### config.mk
export PLATFORM = sky130hd
export DESIGN_NAME = mls_top
export DESIGN_NICKNAME = d
export VERILOG_FILES = /design/src/mls_pkg.sv /design/src/mls_mdio.sv /design/src/mls_top.sv
export SDC_FILE = /design/constraint.sdc
export NUM_CORES = 1
export LEC_CHECK = 0
export BUFFER_PORTS_ARGS = -buffer_cell sky130_fd_sc_hd__clkbuf_2
export CAP_MARGIN = 40
export CORE_ASPECT_RATIO = 0.75
export CORE_MARGIN = 2
export CORE_UTILIZATION = 35
export DETAILED_ROUTE_END_ITERATION = 12
export SETUP_SLACK_MARGIN = 0.4
export SLEW_MARGIN = 10
export SYNTH_ARGS = -nofsm -noshare
export SYNTH_HDL_FRONTEND = slang
export SYNTH_SLANG_ARGS = --single-unit
### constraint.sdc
create_clock -name mclk_i -period 6.3 [get_ports mclk_i]
set_input_delay 0.315 -clock mclk_i [delete_from_list [all_inputs] [get_ports mclk_i]]
set_output_delay 0.315 -clock mclk_i [all_outputs]
set_load 0.005 [all_outputs]
### src/mls_pkg.sv
// constants and carrier types for the lpi statistics and indirect mac csr block
// assumes a single 250 MHz system clock
package mls_pkg;
  localparam int CLK_NS       = 4;
  localparam int US_NS        = 1000;
  localparam int US_CYC       = (US_NS + CLK_NS - 1) / CLK_NS;
  localparam int MDC_HALF_NS  = 200;
  localparam int MDC_HALF_CYC = (MDC_HALF_NS + CLK_NS - 1) / CLK_NS;
  // indirect indices
  localparam logic [7:0] IDX_CTRL = 8'h01, IDX_ADDRH = 8'h02, IDX_ADDRL = 8'h03;
  localparam logic [7:0] IDX_HASHH = 8'h04, IDX_HASHL = 8'h05, IDX_MII_ACC = 8'h06;
  localparam logic [7:0] IDX_MII_DATA = 8'h07, IDX_FLOW = 8'h08, IDX_VLAN1 = 8'h09;
  localparam logic [7:0] IDX_VLAN2 = 8'h0A, IDX_WUFF = 8'h0B, IDX_WUCSR = 8'h0C;
  localparam logic [7:0] IDX_COE = 8'h0D, IDX_TW_TX = 8'h0E, IDX_LPI_DLY = 8'h0F;
  // direct statistics offsets
  localparam logic [11:0] OFF_RX_CNT = 12'h0B0, OFF_RX_TIME = 12'h0B4;
  localparam logic [11:0] OFF_TX_CNT = 12'h0B8, OFF_TX_TIME = 12'h0BC;
  // mac control fields
  localparam int          CTRL_EEE_BIT = 25;
  localparam logic [31:0] CTRL_RESET   = 32'h0004_0000;
  localparam logic [31:0] CTRL_WMASK   = 32'h82BF_FFFF;
  // phy management access fields
  localparam int MII_BUSY_BIT = 0;
  localparam int MII_WR_BIT   = 1;
  localparam int MII_REG_LSB  = 6;
  localparam int MII_PHY_LSB  = 11;
  // serial management frame
  localparam logic [5:0] MD_DRV_LAST  = 6'd45;
  localparam logic [5:0] MD_DATA_FST  = 6'd48;
  localparam logic [5:0] MD_LAST      = 6'd63;
  typedef struct packed {
    logic        busy;
    logic        rnw;
    logic [21:0] rsvd;
    logic [7:0]  idx;
  } mls_cmd_t;
  typedef struct packed {
    logic        wr;
    logic [4:0]  phy;
    logic [4:0]  regad;
    logic [15:0] wdata;
  } mls_mdio_req_t;
  typedef enum logic {MD_IDLE, MD_RUN} mls_mdio_st_t;
  typedef enum logic {IND_IDLE, IND_EXEC} mls_ind_st_t;
endpackage

### src/mls_mdio.sv
// serial management master toward the phy
// assumes start_i only while busy_o is low
`timescale 1ns/1ps
module mls_mdio
  import mls_pkg::*;
(
  // clock and reset
  input  wire logic          mclk_i,
  input  wire logic          reset_n_i,
  // request and answer
  input  wire logic          start_i,
  input  wire mls_mdio_req_t req_i,
  output logic               busy_o,
  output logic               done_o,
  output logic [15:0]        rdata_o,
  // management pins
  output logic               mdc_o,
  input  wire logic          mdio_i,
  output logic               mdio_o,
  output logic               mdio_oe_o
);
  mls_mdio_st_t st_q;
  logic [7:0]   div_q;
  logic [5:0]   bit_q;
  logic [63:0]  sh_q;
  logic         wr_q;
  logic         half;

  assign half      = (div_q == 8'(MDC_HALF_CYC - 1));
  assign busy_o    = (st_q == MD_RUN);
  assign mdio_o    = sh_q[63];
  assign mdio_oe_o = busy_o && (wr_q || bit_q <= MD_DRV_LAST);

  always_ff @(posedge mclk_i) begin
    if (!reset_n_i || !busy_o || half) begin
      div_q <= 8'h00;
    end else begin
      div_q <= div_q + 8'h01;
    end
  end

  // frame sequencing: drive after fall, sample at rise
  always_ff @(posedge mclk_i) begin
    done_o <= 1'b0;
    if (!reset_n_i) begin
      st_q  <= MD_IDLE;
      mdc_o <= 1'b0;
      bit_q <= 6'h00;
      sh_q  <= 64'h0;
      wr_q  <= 1'b0;
    end else begin
      case (st_q)
        MD_IDLE: begin
          if (start_i) begin
            st_q  <= MD_RUN;
            wr_q  <= req_i.wr;
            bit_q <= 6'h00;
            sh_q  <= {32'hFFFF_FFFF, 2'b01, req_i.wr ? 2'b01 : 2'b10, req_i.phy, req_i.regad,
                      req_i.wr ? {2'b10, req_i.wdata} : 18'h3FFFF};
          end
        end
        MD_RUN: begin
          if (half) begin
            mdc_o <= !mdc_o;
            if (mdc_o) begin
              sh_q  <= {sh_q[62:0], 1'b1};
              bit_q <= bit_q + 6'h01;
              if (bit_q == MD_LAST) begin
                st_q   <= MD_IDLE;
                done_o <= 1'b1;
              end
            end
          end
        end
        default: st_q <= MD_IDLE;
      endcase
    end
  end

  always_ff @(posedge mclk_i) begin
    if (!reset_n_i) begin
      rdata_o <= 16'h0000;
    end else if (busy_o && half && !mdc_o && !wr_q && bit_q >= MD_DATA_FST) begin
      rdata_o <= {rdata_o[14:0], mdio_i};
    end
  end
endmodule

### src/mls_top.sv
// lpi statistics counters and indirect mac csr space
// assumes system csr logic outside presents command/data writes and a direct read port
// Function
// - count rising edges of phy receive lpi indication, 32 bits, read only
// - count microseconds receive lpi indication is asserted
// - count rising edges of our transmit lpi request to phy
// - count microseconds our transmit lpi request is asserted
// - all four counters held at zero while energy efficient enable is low
// - mac csrs reached only through indirect command and data registers
// - indices 01h to 0Fh select the fifteen mac registers in order
// - index 00h and 10h to FFh are reserved, nothing behind them
// - phy management access and data registers run serial phy accesses
// - mac control bit 25 is the energy efficient enable
`timescale 1ns/1ps
module mls_top
  import mls_pkg::*;
(
  // clock and reset
  input  wire logic        mclk_i,
  input  wire logic        reset_n_i,
  // indirect command and data registers
  input  wire logic        cmd_wr_i,
  input  wire mls_cmd_t    cmd_wdata_i,
  input  wire logic        data_wr_i,
  input  wire logic [31:0] data_wdata_i,
  output mls_cmd_t         cmd_o,
  output logic [31:0]      data_o,
  // direct statistics read
  input  wire logic        sys_rd_i,
  input  wire logic [11:0] sys_addr_i,
  output logic [31:0]      sys_rdata_o,
  // lpi signals
  input  wire logic        rx_lpi_ind_i,
  input  wire logic        tx_lpi_req_i,
  output logic             tx_lpi_req_o,
  output logic [31:0]      mac_control_o,
  // phy management pins
  output logic             mdc_o,
  input  wire logic        mdio_i,
  output logic             mdio_o,
  output logic             mdio_oe_o
);
  mls_ind_st_t   st_q;
  mls_cmd_t      cmd_q;
  logic [31:0]   data_q;
  logic [31:0]   csr_q [1:15];
  logic [31:0]   rx_cnt_q;
  logic [31:0]   rx_time_q;
  logic [31:0]   tx_cnt_q;
  logic [31:0]   tx_time_q;
  logic [7:0]    pre_q;
  logic          tick;
  logic          rx_prev_q;
  logic          tx_req_q;
  logic          tx_prev_q;
  logic          eee;
  logic          do_wr;
  logic          md_start;
  logic          md_busy;
  logic          md_done;
  logic [15:0]   md_rdata;
  mls_mdio_req_t md_req;

  // index decode and readback
  function automatic logic valid_idx(input logic [7:0] idx);
    return idx >= IDX_CTRL && idx <= IDX_LPI_DLY;
  endfunction

  function automatic logic [31:0] step(input logic [31:0] v);
    return v + 32'h0000_0001;
  endfunction

  function automatic logic [31:0] rd_word(input logic [7:0] idx);
    logic [31:0] w;
    w = 32'h0000_0000;
    if (valid_idx(idx)) begin
      w = csr_q[idx[3:0]];
    end
    if (idx == IDX_MII_ACC) begin
      w[MII_BUSY_BIT] = md_busy;
    end
    return w;
  endfunction

  assign eee           = csr_q[1][CTRL_EEE_BIT];
  assign mac_control_o = csr_q[1];
  assign cmd_o         = cmd_q;
  assign data_o        = data_q;
  assign do_wr         = (st_q == IND_EXEC) && !cmd_q.rnw && valid_idx(cmd_q.idx);
  assign md_start      = do_wr && cmd_q.idx == IDX_MII_ACC && data_q[MII_BUSY_BIT] && !md_busy;
  assign md_req.wr     = data_q[MII_WR_BIT];
  assign md_req.phy    = data_q[MII_PHY_LSB +: 5];
  assign md_req.regad  = data_q[MII_REG_LSB +: 5];
  assign md_req.wdata  = csr_q[7][15:0];

  always_ff @(posedge mclk_i) begin
    if (!reset_n_i) begin
      st_q  <= IND_IDLE;
      cmd_q <= '0;
    end else begin
      case (st_q)
        IND_IDLE: begin
          if (cmd_wr_i && cmd_wdata_i.busy) begin
            cmd_q <= cmd_wdata_i;
            st_q  <= IND_EXEC;
          end
        end
        IND_EXEC: begin
          cmd_q.busy <= 1'b0;
          st_q       <= IND_IDLE;
        end
        default: st_q <= IND_IDLE;
      endcase
    end
  end

  always_ff @(posedge mclk_i) begin
    if (!reset_n_i) begin
      data_q <= 32'h0000_0000;
    end else if (st_q == IND_EXEC && cmd_q.rnw) begin
      data_q <= rd_word(cmd_q.idx);
    end else if (data_wr_i && !cmd_q.busy) begin
      data_q <= data_wdata_i;
    end
  end

  always_ff @(posedge mclk_i) begin
    if (!reset_n_i) begin
      for (int i = 1; i <= 15; i++) begin
        csr_q[i] <= 32'h0000_0000;
      end
      csr_q[1] <= CTRL_RESET;
    end else begin
      if (do_wr) begin
        csr_q[cmd_q.idx[3:0]] <= (cmd_q.idx == IDX_CTRL) ? (data_q & CTRL_WMASK) : data_q;
      end
      if (md_done && !csr_q[6][MII_WR_BIT]) begin
        csr_q[7] <= {16'h0000, md_rdata};
      end
    end
  end

  mls_mdio u_mdio (
    .mclk_i    (mclk_i),
    .reset_n_i (reset_n_i),
    .start_i   (md_start),
    .req_i     (md_req),
    .busy_o    (md_busy),
    .done_o    (md_done),
    .rdata_o   (md_rdata),
    .mdc_o     (mdc_o),
    .mdio_i    (mdio_i),
    .mdio_o    (mdio_o),
    .mdio_oe_o (mdio_oe_o)
  );

  always_ff @(posedge mclk_i) begin
    if (!reset_n_i || !eee || tick) begin
      pre_q <= 8'h00;
    end else begin
      pre_q <= pre_q + 8'h01;
    end
  end
  assign tick = (pre_q == 8'(US_CYC - 1));

  // lpi edge tracking and request to phy
  always_ff @(posedge mclk_i) begin
    if (!reset_n_i) begin
      rx_prev_q <= 1'b0;
      tx_req_q  <= 1'b0;
      tx_prev_q <= 1'b0;
    end else begin
      rx_prev_q <= rx_lpi_ind_i;
      tx_req_q  <= tx_lpi_req_i && eee;
      tx_prev_q <= tx_req_q;
    end
  end
  assign tx_lpi_req_o = tx_req_q;

  always_ff @(posedge mclk_i) begin
    if (!reset_n_i || !eee) begin
      rx_cnt_q <= 32'h0000_0000;
    end else if (rx_lpi_ind_i && !rx_prev_q) begin
      rx_cnt_q <= step(rx_cnt_q);
    end
  end

  always_ff @(posedge mclk_i) begin
    if (!reset_n_i || !eee) begin
      rx_time_q <= 32'h0000_0000;
    end else if (tick && rx_lpi_ind_i) begin
      rx_time_q <= step(rx_time_q);
    end
  end

  always_ff @(posedge mclk_i) begin
    if (!reset_n_i || !eee) begin
      tx_cnt_q <= 32'h0000_0000;
    end else if (tx_req_q && !tx_prev_q) begin
      tx_cnt_q <= step(tx_cnt_q);
    end
  end

  always_ff @(posedge mclk_i) begin
    if (!reset_n_i || !eee) begin
      tx_time_q <= 32'h0000_0000;
    end else if (tick && tx_req_q) begin
      tx_time_q <= step(tx_time_q);
    end
  end

  // direct read port for the counters
  always_ff @(posedge mclk_i) begin
    if (!reset_n_i) begin
      sys_rdata_o <= 32'h0000_0000;
    end else if (sys_rd_i) begin
      case (sys_addr_i)
        OFF_RX_CNT:  sys_rdata_o <= rx_cnt_q;
        OFF_RX_TIME: sys_rdata_o <= rx_time_q;
        OFF_TX_CNT:  sys_rdata_o <= tx_cnt_q;
        OFF_TX_TIME: sys_rdata_o <= tx_time_q;
        default:     sys_rdata_o <= 32'h0000_0000;
      endcase
    end
  end
endmodule

==> Word level (Yosys, flattened, before mapping) <==
Memories as Yosys holds them, arrays and structs flattened. A register that Yosys moved wholly into a read port is not among the register bits.
Index checks and enable logic that the tools add are counted.
{ "op_classes": {"add_sub_neg": 7, "mul": 0, "div_mod_pow": 0, "n_lt_le_gt_ge": 4, "n_eq_ne": 14, "shift": 0, "mux": 40, "bitwise": 7, "reduce_logical": 42} }
{ "ops": {"columns": ["op", "n"], "rows": [
  ["2-to-1 mux 32 bit", 7],
  ["2-to-1 mux 64 bit", 3],
  ["adder 32 x 1 -> 32 bit, second input constant", 4],
  ["case mux 32 bit (4 select lines)", 1],
  ["case mux 64 bit (2 select lines)", 1],
  ["equality test 12 x 8 -> 1 bit, second input constant", 4],
  ["OR reduction 32 bit", 1],
  ["2-to-1 mux 31 bit", 1],
  ["logical AND 1 bit", 20],
  ["2-to-1 mux 6 bit", 3],
  ["2-to-1 mux 17 bit", 1],
  ["adder 8 x 1 -> 8 bit, second input constant", 2],
  ["2-to-1 mux 1 bit", 15],
  ["2-to-1 mux 4 bit", 3],
  ["case mux 6 bit (2 select lines)", 1],
  ["logical NOT 1 bit", 10],
  ["equality test 8 x 1 -> 1 bit, second input constant", 1],
  ["equality test 8 x 3 -> 1 bit, second input constant", 1],
  ["equality test 8 x 6 -> 1 bit, second input constant", 1],
  ["equality test 8 bit, second input constant", 1],
  ["greater-or-equal comparator 8 x 1 -> 1 bit, second input constant", 1],
  ["less-or-equal comparator 8 x 4 -> 1 bit, second input constant", 1],
  ["adder 6 x 1 -> 6 bit, second input constant", 1],
  ["equality test 6 bit, second input constant", 1],
  ["other kinds (15)", 29]
]} }
{ "totals": {"ff_bits": 334, "latch_bits": 0, "ramBits": 480, "rom_bits": 0, "input_bits": 84, "output_inout_bits": 132, "wordCells": 138, "memories": 1} }
{ "memory_table": {"columns": ["memory", "depth", "word_bits", "rd", "rd_clocked_by_memory_dff", "wr", "line_no", "text"], "rows": [
  ["csr_q", 15, 32, 4, 1, 15, "mls_top.sv:46", "logic [31:0] csr_q [1:15];"]
]} }

==> Longest topological paths before layout <==
Gate-level depths: netlist of the first run.
An unclocked memory read counts as a cell.
{ "logic_depth": {"depth_word": 11, "ltp_mapped": 9, "ltp_nobuf": 7} }

==> Modules after synthesis <==
Synthesis of the first run repeated with hierarchy kept, for this count alone.
{ "hier_totals": {"cells_unflattened": 3242, "hier_area_um2": 38567.0} }
{ "modules_own_cells": {"columns": ["module", "instances", "cells_per_inst", "area_per_inst_um2", "seq_area_each_um2"], "rows": [
  ["mls_top", 1, 2752, 34085.2, 20179.4],
  ["mls_mdio", 1, 490, 4481.8, 1961.9]
]} }

==> Worst setup path before layout of the first run <==
OpenSTA, ideal clock, no wires.
{ "synth_timing": {"kind": "register to register", "startpoint": "register cmd_q (netlist bit cmd_o[0])", "endpoint": "memory csr_q[1][0] (enable)", "setup_time_ns": 0.466, "t_arrival_ns": 3.529, "t_required_ns": 5.834, "setup_slack_ns": 2.305, "stages_incl_launch_ff": 6, "n_path_buf": 2, "period_less_slack_ns": 3.995, "path_cell_list": "dfxtp_1 buf_2 nor2b_1 clkbuf_1 nand3_1 o21ai_0"} }
{ "synth_lines": {"columns": ["item", "line_no", "text"], "rows": [
  ["start, declared", "mls_top.sv:44", "mls_cmd_t cmd_q;"],
  ["start signal, assigned", "mls_top.sv:104", "cmd_q <= cmd_wdata_i;"],
  ["end, declared", "mls_top.sv:46", null]
]} }

==> flow_summary.yaml, run 1 <==
grt:
  grt_pass1_vias: 23617
  grt_max_degree: 100
  track_usage_pct: 18.0
  antenna_found_initial: 1
  overflow: 0
  grt_pass1_wl_um: 152000
clocking:
  ctsResizeCount: 0
  insertion_delay_ns: 0.68
  clkSlewWorstSetupHoldPaths_ns: 0.06
  h-tree-depth: 3
  cts_root_buffer: "clkbuf_16"
  clock_sinks: 850
  holdBufCountCts: 64
  clk_path_buf_depth: 3
  cts_buffers: 86
  cts_setup_buffers: 0
  cts_tree: "done"
timing:
  slew_viol_final: 0
  min_period_ns: 3.52
  fin_skew_ns: 0.0387
  worst_slack_ns: 2.78
  hold_viol_final: 0
  grt_setup_unrepaired: "no"
  setup_viol: 0
  setup_tns_ns: 0
  slew_headroom_pct: 32.7
  clock.fmax_mhz: 284
  min_period_over_period_pct: 55.9
  worst_slew_pin_slew_ns: 1.01
synthesis:
  syn_inst: 2998
  synth-edff-count: 512
  synth.top_cell.area_share_pct: 41.3
  ys_seq_area_share_pct: 59.5
  synth_seq_cells: 850
  ys.flop_type: "edfxtp_1"
  yosysUniqueCellTypes: 65
  synth.avg_cell_area_um2: 12.4
  ys_top_cells_by_area: "edfxtp_1 41%, dfxtp_1 18%, mux4_2 9.6%"
  ys.warnings.count: 0
  async_flop_share_pct: 0
  synth_area_mm2: 0.0372
  yosys.area.top_type: "edfxtp_1"
setup_path:
  cp_max_fo: 80
  end_kind: "flop"
  path_delay_family: "simple AND/OR/NAND/NOR gates"
  worst_path_max_delay_cell: "or4_4"
  arrival_ns: 3.83
  cpMostUsedCell: "buf_4"
  required_ns: 6.61
  worstSetupStartpointType: "flop"
  critPathMaxStageDelay_ns: 0.60
  critPathBufInv: 2
  worst-setup-path-type: "flop to flop"
  cp_cell_sequence: "or4_4 > or2_4 > nor3b_4 > buf_4 > nand2_2 > nand2_1 > buf_4"
routing:
  vias: 24554
  drc: 0
  avgRoutedWirePerCell_um: 21.0
  first_iter_violations: 2371
  vias_per_cell: 5.21
  drt_first_pass_iters: 7
  drt_wl_total_um: 99000
  drtAntennaViolNets: 0
final_layout:
  nFillCells: 9861
  seqCellArea_mm2: 0.0222
  layout_commonest_cell: "edfxtp_1"
  multi_input_comb_area_mm2: 0.0140
  area_growth_pct: 16.5
  layout.cells.most_common_list: "512 x edfxtp_1, 334 x dfxtp_1, 276 x nor2_1"
  layout-drive-gt1-share_pct: 18.1
  layout.nets: 3318
pwr:
  ir_worst_vdd_mv: 0.194
  p_leak_nw: 15.6
  powerDensity_mw_per_mm2: 273
place:
  dpl_worst_slack_ns: 2.77
  dp.final_hpwl_um: 63800
  numPortBuffers: 215
  gp_congestion: 0.815
die:
  die_w_um: 380
  die_h_um: 286
  start_util_pct: 35.3
  ios: 216
  core.rowCount: 103
  dieArea_mm2: 0.109
  fp.coreArea_mm2: 0.105
run:
  drv_cap: 0
worst_hold_path:
  holdCritPathClass: "input pin to flop"
status:
  status: "complete, no violations"
cell families after synthesis:
logic type	Yosys count	synth area share, %
other	1	0.0101
muxes	256	12.2
adders and majority gates	11	0.370
and+or+nand+nor	1165	16.6
buffers and inverters	334	3.58
DFF	850	59.5
xor gates and xnor gates	118	2.78
AOI/OAI and AO/OA	263	4.97
cell type report:
type,instances,share of cell area [%]
Sequential cell,850,51.1
Multi-Input combinational cell,1852,32.2
Clock buffer,127,5.77
Timing Repair Buffer,337,5.34
Tap cell,1417,4.09
Inverter,96,0.838
Clock inverter,30,0.583
Antenna cell,1,0.00578
flip-flops by register name (all words and copies together) (netlist names), 6 cells and up, named ones only:
name / count
rx_time_q: 32
u_mdio.sh_q: 64
u_mdio.div_q: 8
sys_rdata_o: 32
u_mdio.bit_q: 6
pre_q: 8
csr_q: 512
tx_cnt_q: 32
data_o: 32
tx_time_q: 32
u_mdio.rdata_o: 16
cmd_o: 32
rx_cnt_q: 32
synthesized netlist by cell type (all sizes together), types with 5 or more instances:
| library cell | instances |
|---|---|
| nor2 | 282 |
| nand4 | 53 |
| nor4 | 28 |
| nor2b | 6 |
| a211oi | 15 |
| and2 | 168 |
| and4 | 21 |
| xnor2 | 53 |
| or2 | 5 |
| mux4 | 158 |
| dfxtp | 338 |
| nand3 | 62 |
| a22o | 16 |
| a21oi | 62 |
| or4 | 19 |
| edfxtp | 512 |
| o211ai | 10 |
| or3 | 10 |
| ha | 11 |
| buf | 69 |
| nor3 | 63 |
| o221ai | 46 |
| xor2 | 65 |
| mux2i | 98 |
| a22oi | 31 |
| nand2 | 207 |
| o21ai | 38 |
| inv | 95 |
| a311oi | 35 |
| nand2b | 6 |
| clkbuf | 169 |
| o31ai | 5 |
| and3 | 219 |
power by group:
| group | internal (mW) | total [mW] | switching [mW] |
|---|---|---|---|
| logic | 0.248 | 0.615 | 0.366 |
| registers | 6.03 | 6.15 | 0.126 |
| clock network | 2.87 | 5.07 | 2.20 |
| total | 9.15 | 11.8 | 2.69 |
stage by stage:
step | total power [mW] | area, um^2 | hold WS, ns | instances | util (%)
after floorplan | 6.57 | 37300 | 0.432 | 3036 | -
after global placement | 6.85 | 39700 | 0.438 | 4477 | 37.7
after detailed placement | 6.86 | 39900 | 0.443 | 4488 | 37.9
after CTS | 12.0 | 43300 | 0.00479 | 4709 | 41.1
after global routing | 12.2 | 43300 | 0.0156 | 4709 | 41.1
final | 11.8 | 43300 | 0.0144 | 4710 | 41.1
tightest hold or removal path: stages:
cell      delay, ns
clkbuf_2       0.13
a21oi_1        0.08
nor3_1         0.11
per-layer routing:
layer / vias to the layer above / global-route usage, % / wire [um]
li1: 11475 / - / -
met1: 12252 / 27.4 / 47800
met2: 716 / 26.6 / 43600
met3: 111 / 3.20 / 5870
met4: 0 / 4.12 / 1790
met5: - / 0 / 0
path summary, 6_finish.rpt:
check / to / slack [ns] / depth (start not counted) / from
worst max register to register: csr_q[8][6]$_SDFFCE_PN0P_ / 2.78 / 7 / cmd_o[7]$_SDFFE_PN0P_
worst min-delay path: cmd_o[31]$_SDFFE_PN0P_ / 0.01 / 3 / cmd_wr_i
worst min register to register: sys_rdata_o[12]$_SDFFE_PN0P_ / 0.45 / 2 / sys_rdata_o[12]$_SDFFE_PN0P_
worst max-delay path: csr_q[8][6]$_SDFFCE_PN0P_ / 2.78 / 7 / cmd_o[7]$_SDFFE_PN0P_
Power figures use the tool's default switching activity.
==> run 2: changes to the inputs <==
ABC_AREA = 1   (was not set)
clock period = 3.05 ns   (was 6.3 ns; I/O delays follow)
==> run 2 against run 1 <==
  * Die area grew 6.9%
  * Power rose by 120%
  * Utilization increased by 0.24 points
  * Sequential cell count is the same
==> flow_summary.yaml, run 2 <==
clocking:
  clk_path_buf_depth: 3
  h-tree-depth: 3
  cts_tree: "done"
  insertion_delay_ns: 0.68
  ctsResizeCount: 0
  cts_buffers: 90
  cts_root_buffer: "clkbuf_16"
  clkSlewWorstSetupHoldPaths_ns: 0.06
  clock_sinks: 850
pwr:
  powerDensity_mw_per_mm2: 557
  p_leak_nw: 17.7
  ir_worst_vdd_mv: 0.385
  power_mw: 26.1
synthesis:
  ys_seq_area_share_pct: 55.6
  ys.warnings.count: 0
  synth-edff-count: 512
  ys.flop_type: "edfxtp_1"
  synth_area_mm2: 0.0398
  synth.avg_cell_area_um2: 8.09
  yosysUniqueCellTypes: 40
  synth_seq_cells: 850
  synth_commonest_cells: "1282 x nand2_1, 898 x nor2_1, 648 x nand3_1, 512 x edfxtp_1, 338 x dfxtp_1"
  async_flop_share_pct: 0
  synth.top_cell.area_share_pct: 38.6
  ys_top_cells_by_area: "edfxtp_1 39%, dfxtp_1 17%, nand2_1 12%"
  syn_inst: 4921
  yosys.area.top_type: "edfxtp_1"
  yosys.cell_count.top_type: "nand2_1"
setup_path:
  rr_endpoint: "csr_q[9][22]$_SDFFCE_PN0P_"
  worst_path_max_delay_cell: "nor3_2"
  rrSetupSlack_ns: 0.53
  required_ns: 3.36
  r2r_start: "cmd_o[6]$_SDFFE_PN0P_"
  reg2regPathDepth: 10
  critPathMaxStageDelay_ns: 0.32
  arrival_ns: 2.83
  worstSetupStartpointType: "flop"
  worst-setup-path-type: "flop to flop"
  cp_cell_sequence: "inv_1 > nand2_1 > nor3_2 > nand2_1 > nor2_2 > nand2_1 > nor2_2 > nand2_1 > nand2_2 > buf_4"
  cp_max_fo: 18
  end_kind: "flop"
  cpMostUsedCell: "nand2_1"
grt:
  antenna_found_initial: 7
  grt_max_degree: 153
  overflow: 0
  grt_pass1_vias: 31497
  grt_pass1_wl_um: 196000
  track_usage_pct: 21.9
final_layout:
  largest_register_ffs: 512
  layout.nets: 5242
  layout_commonest_cell: "nand2_1"
  layout.cells.most_common_list: "1264 x nand2_1, 892 x nor2_1, 646 x nand3_1"
  post-route-util_pct: 41.4
  layout-drive-gt1-share_pct: 10.5
  largest_register: "csr_q"
  area_growth_pct: 17.7
  reg_top3: "csr_q: 512 flops, u_mdio.sh_q: 64 flops"
routing:
  drtAntennaViolNets: 0
  avgRoutedWirePerCell_um: 19.4
  vias_per_cell: 5.19
  drt_first_pass_iters: 6
  drt_wl_total_um: 131000
  first_iter_violations: 3810
  drc: 0
  vias: 35003
timing:
  slew_headroom_pct: 36.5
  setup_tns_ns: 0
  fin_skew_ns: 0.0557
  min_period_over_period_pct: 82.8
  clock.fmax_mhz: 396
  grt_setup_unrepaired: "no"
  hold_viol_final: 0
  slew_viol_final: 0
  min_period_ns: 2.52
  worst_slew_pin_slew_ns: 0.952
  setup_viol: 0
die:
  ios: 216
  die_w_um: 393
  fp.coreArea_mm2: 0.113
  die_h_um: 296
  core.rowCount: 107
  start_util_pct: 35.2
  dieArea_mm2: 0.116
place:
  gp_congestion: 0.921
  numPortBuffers: 215
  dp.final_hpwl_um: 88700
worst_hold_path:
  holdPathStages: 3
  holdCritStartpoint: "data_wdata_i[11]"
  holdCritPathClass: "input pin to flop"
  hold_end: "data_o[11]$_SDFFE_PN0P_"
status:
  status: "complete, no violations"
run:
  drv_cap: 0
run 2: cell families after synthesis:
family | count (synthesis) | synth area share (%)
compound gates | 430 | 5.61
simple gates | 3025 | 32.0
buf+inv | 568 | 5.62
other cells | 1 | 0.00942
flops | 850 | 55.6
xor+xnor | 36 | 0.792
fa+ha+maj | 11 | 0.346
run 2: how the worst max path moves through the flow:
stage | start | cells past startpoint | to | slack, ns
3_5_place_dp | cmd_o[7]$_SDFFE_PN0P_ | 10 | csr_q[3][2]$_SDFFCE_PN0P_ | 0.56
4_1_cts | cmd_o[7]$_SDFFE_PN0P_ | 10 | csr_q[3][5]$_SDFFCE_PN0P_ | 0.55
2_1_floorplan | cmd_o[0]$_SDFFE_PN0P_ | 9 | csr_q[7][0]$_DFFE_PP_ | 0.41
5_1_grt | cmd_o[6]$_SDFFE_PN0P_ | 10 | csr_q[3][21]$_SDFFCE_PN0P_ | 0.42
3_3_place_gp | cmd_o[6]$_SDFFE_PN0P_ | 10 | csr_q[3][2]$_SDFFCE_PN0P_ | 0.54
6_report | cmd_o[6]$_SDFFE_PN0P_ | 10 | csr_q[9][22]$_SDFFCE_PN0P_ | 0.53
run 2: worst max-delay path: cells and delay by family (launching register included):
family | cells | cell delay [ns]
simple gates | 8 | 1.47
buf+inv | 2 | 0.36
flops | 1 | 0.31
run 2: stage by stage:
stage	worst slack (ns)	cells	hold slack [ns]	cell area, um^2
after floorplan	0.413	4959	0.250	39900
after global placement	0.537	6497	0.373	42800
after detailed placement	0.560	6512	0.378	43100
after CTS	0.547	6747	0.0635	46800
after global routing	0.418	6748	0.0983	46800
final	0.526	6749	0.120	46800
run 2: power breakdown:
group	leakage [nW]	switching [mW]	total [mW]	internal, mW
combinational	8.24	1.56	2.17	0.612
clock	1.47	4.85	11.3	6.42
sequential	8.01	0.174	12.6	12.5
run 2: area by class of cell:
| type | count | area, um^2 |
|---|---|---|
| Fill cell | 11272 | 66300 |
| Sequential cell | 850 | 22200 |
| Multi-Input combinational cell | 3541 | 15600 |
| Timing Repair Buffer | 423 | 3200 |
| Clock buffer | 128 | 2570 |
| Tap cell | 1526 | 1910 |
| Inverter | 241 | 915 |
| Clock inverter | 39 | 429 |
| Antenna cell | 1 | 2.50 |
run 2: repair_timing:
| item | CTS | global route |
|---|---|---|
| setup buffers | 0 | 0 |
| hold buffers | 68 | 0 |
| hold endpoints to repair | 72 | 0 |
| endpoints found under the setup margin | 0 | 0 |
run 2: per-layer routing:
metal | part of all wire, % | vias up | track usage (%)
li1 | - | 16700 | -
met1 | 46 | 16589 | 33.1
met2 | 40 | 1547 | 29.7
met3 | 12 | 163 | 7.09
met4 | 1.9 | 4 | 4.91
met5 | 0.016 | - | 0
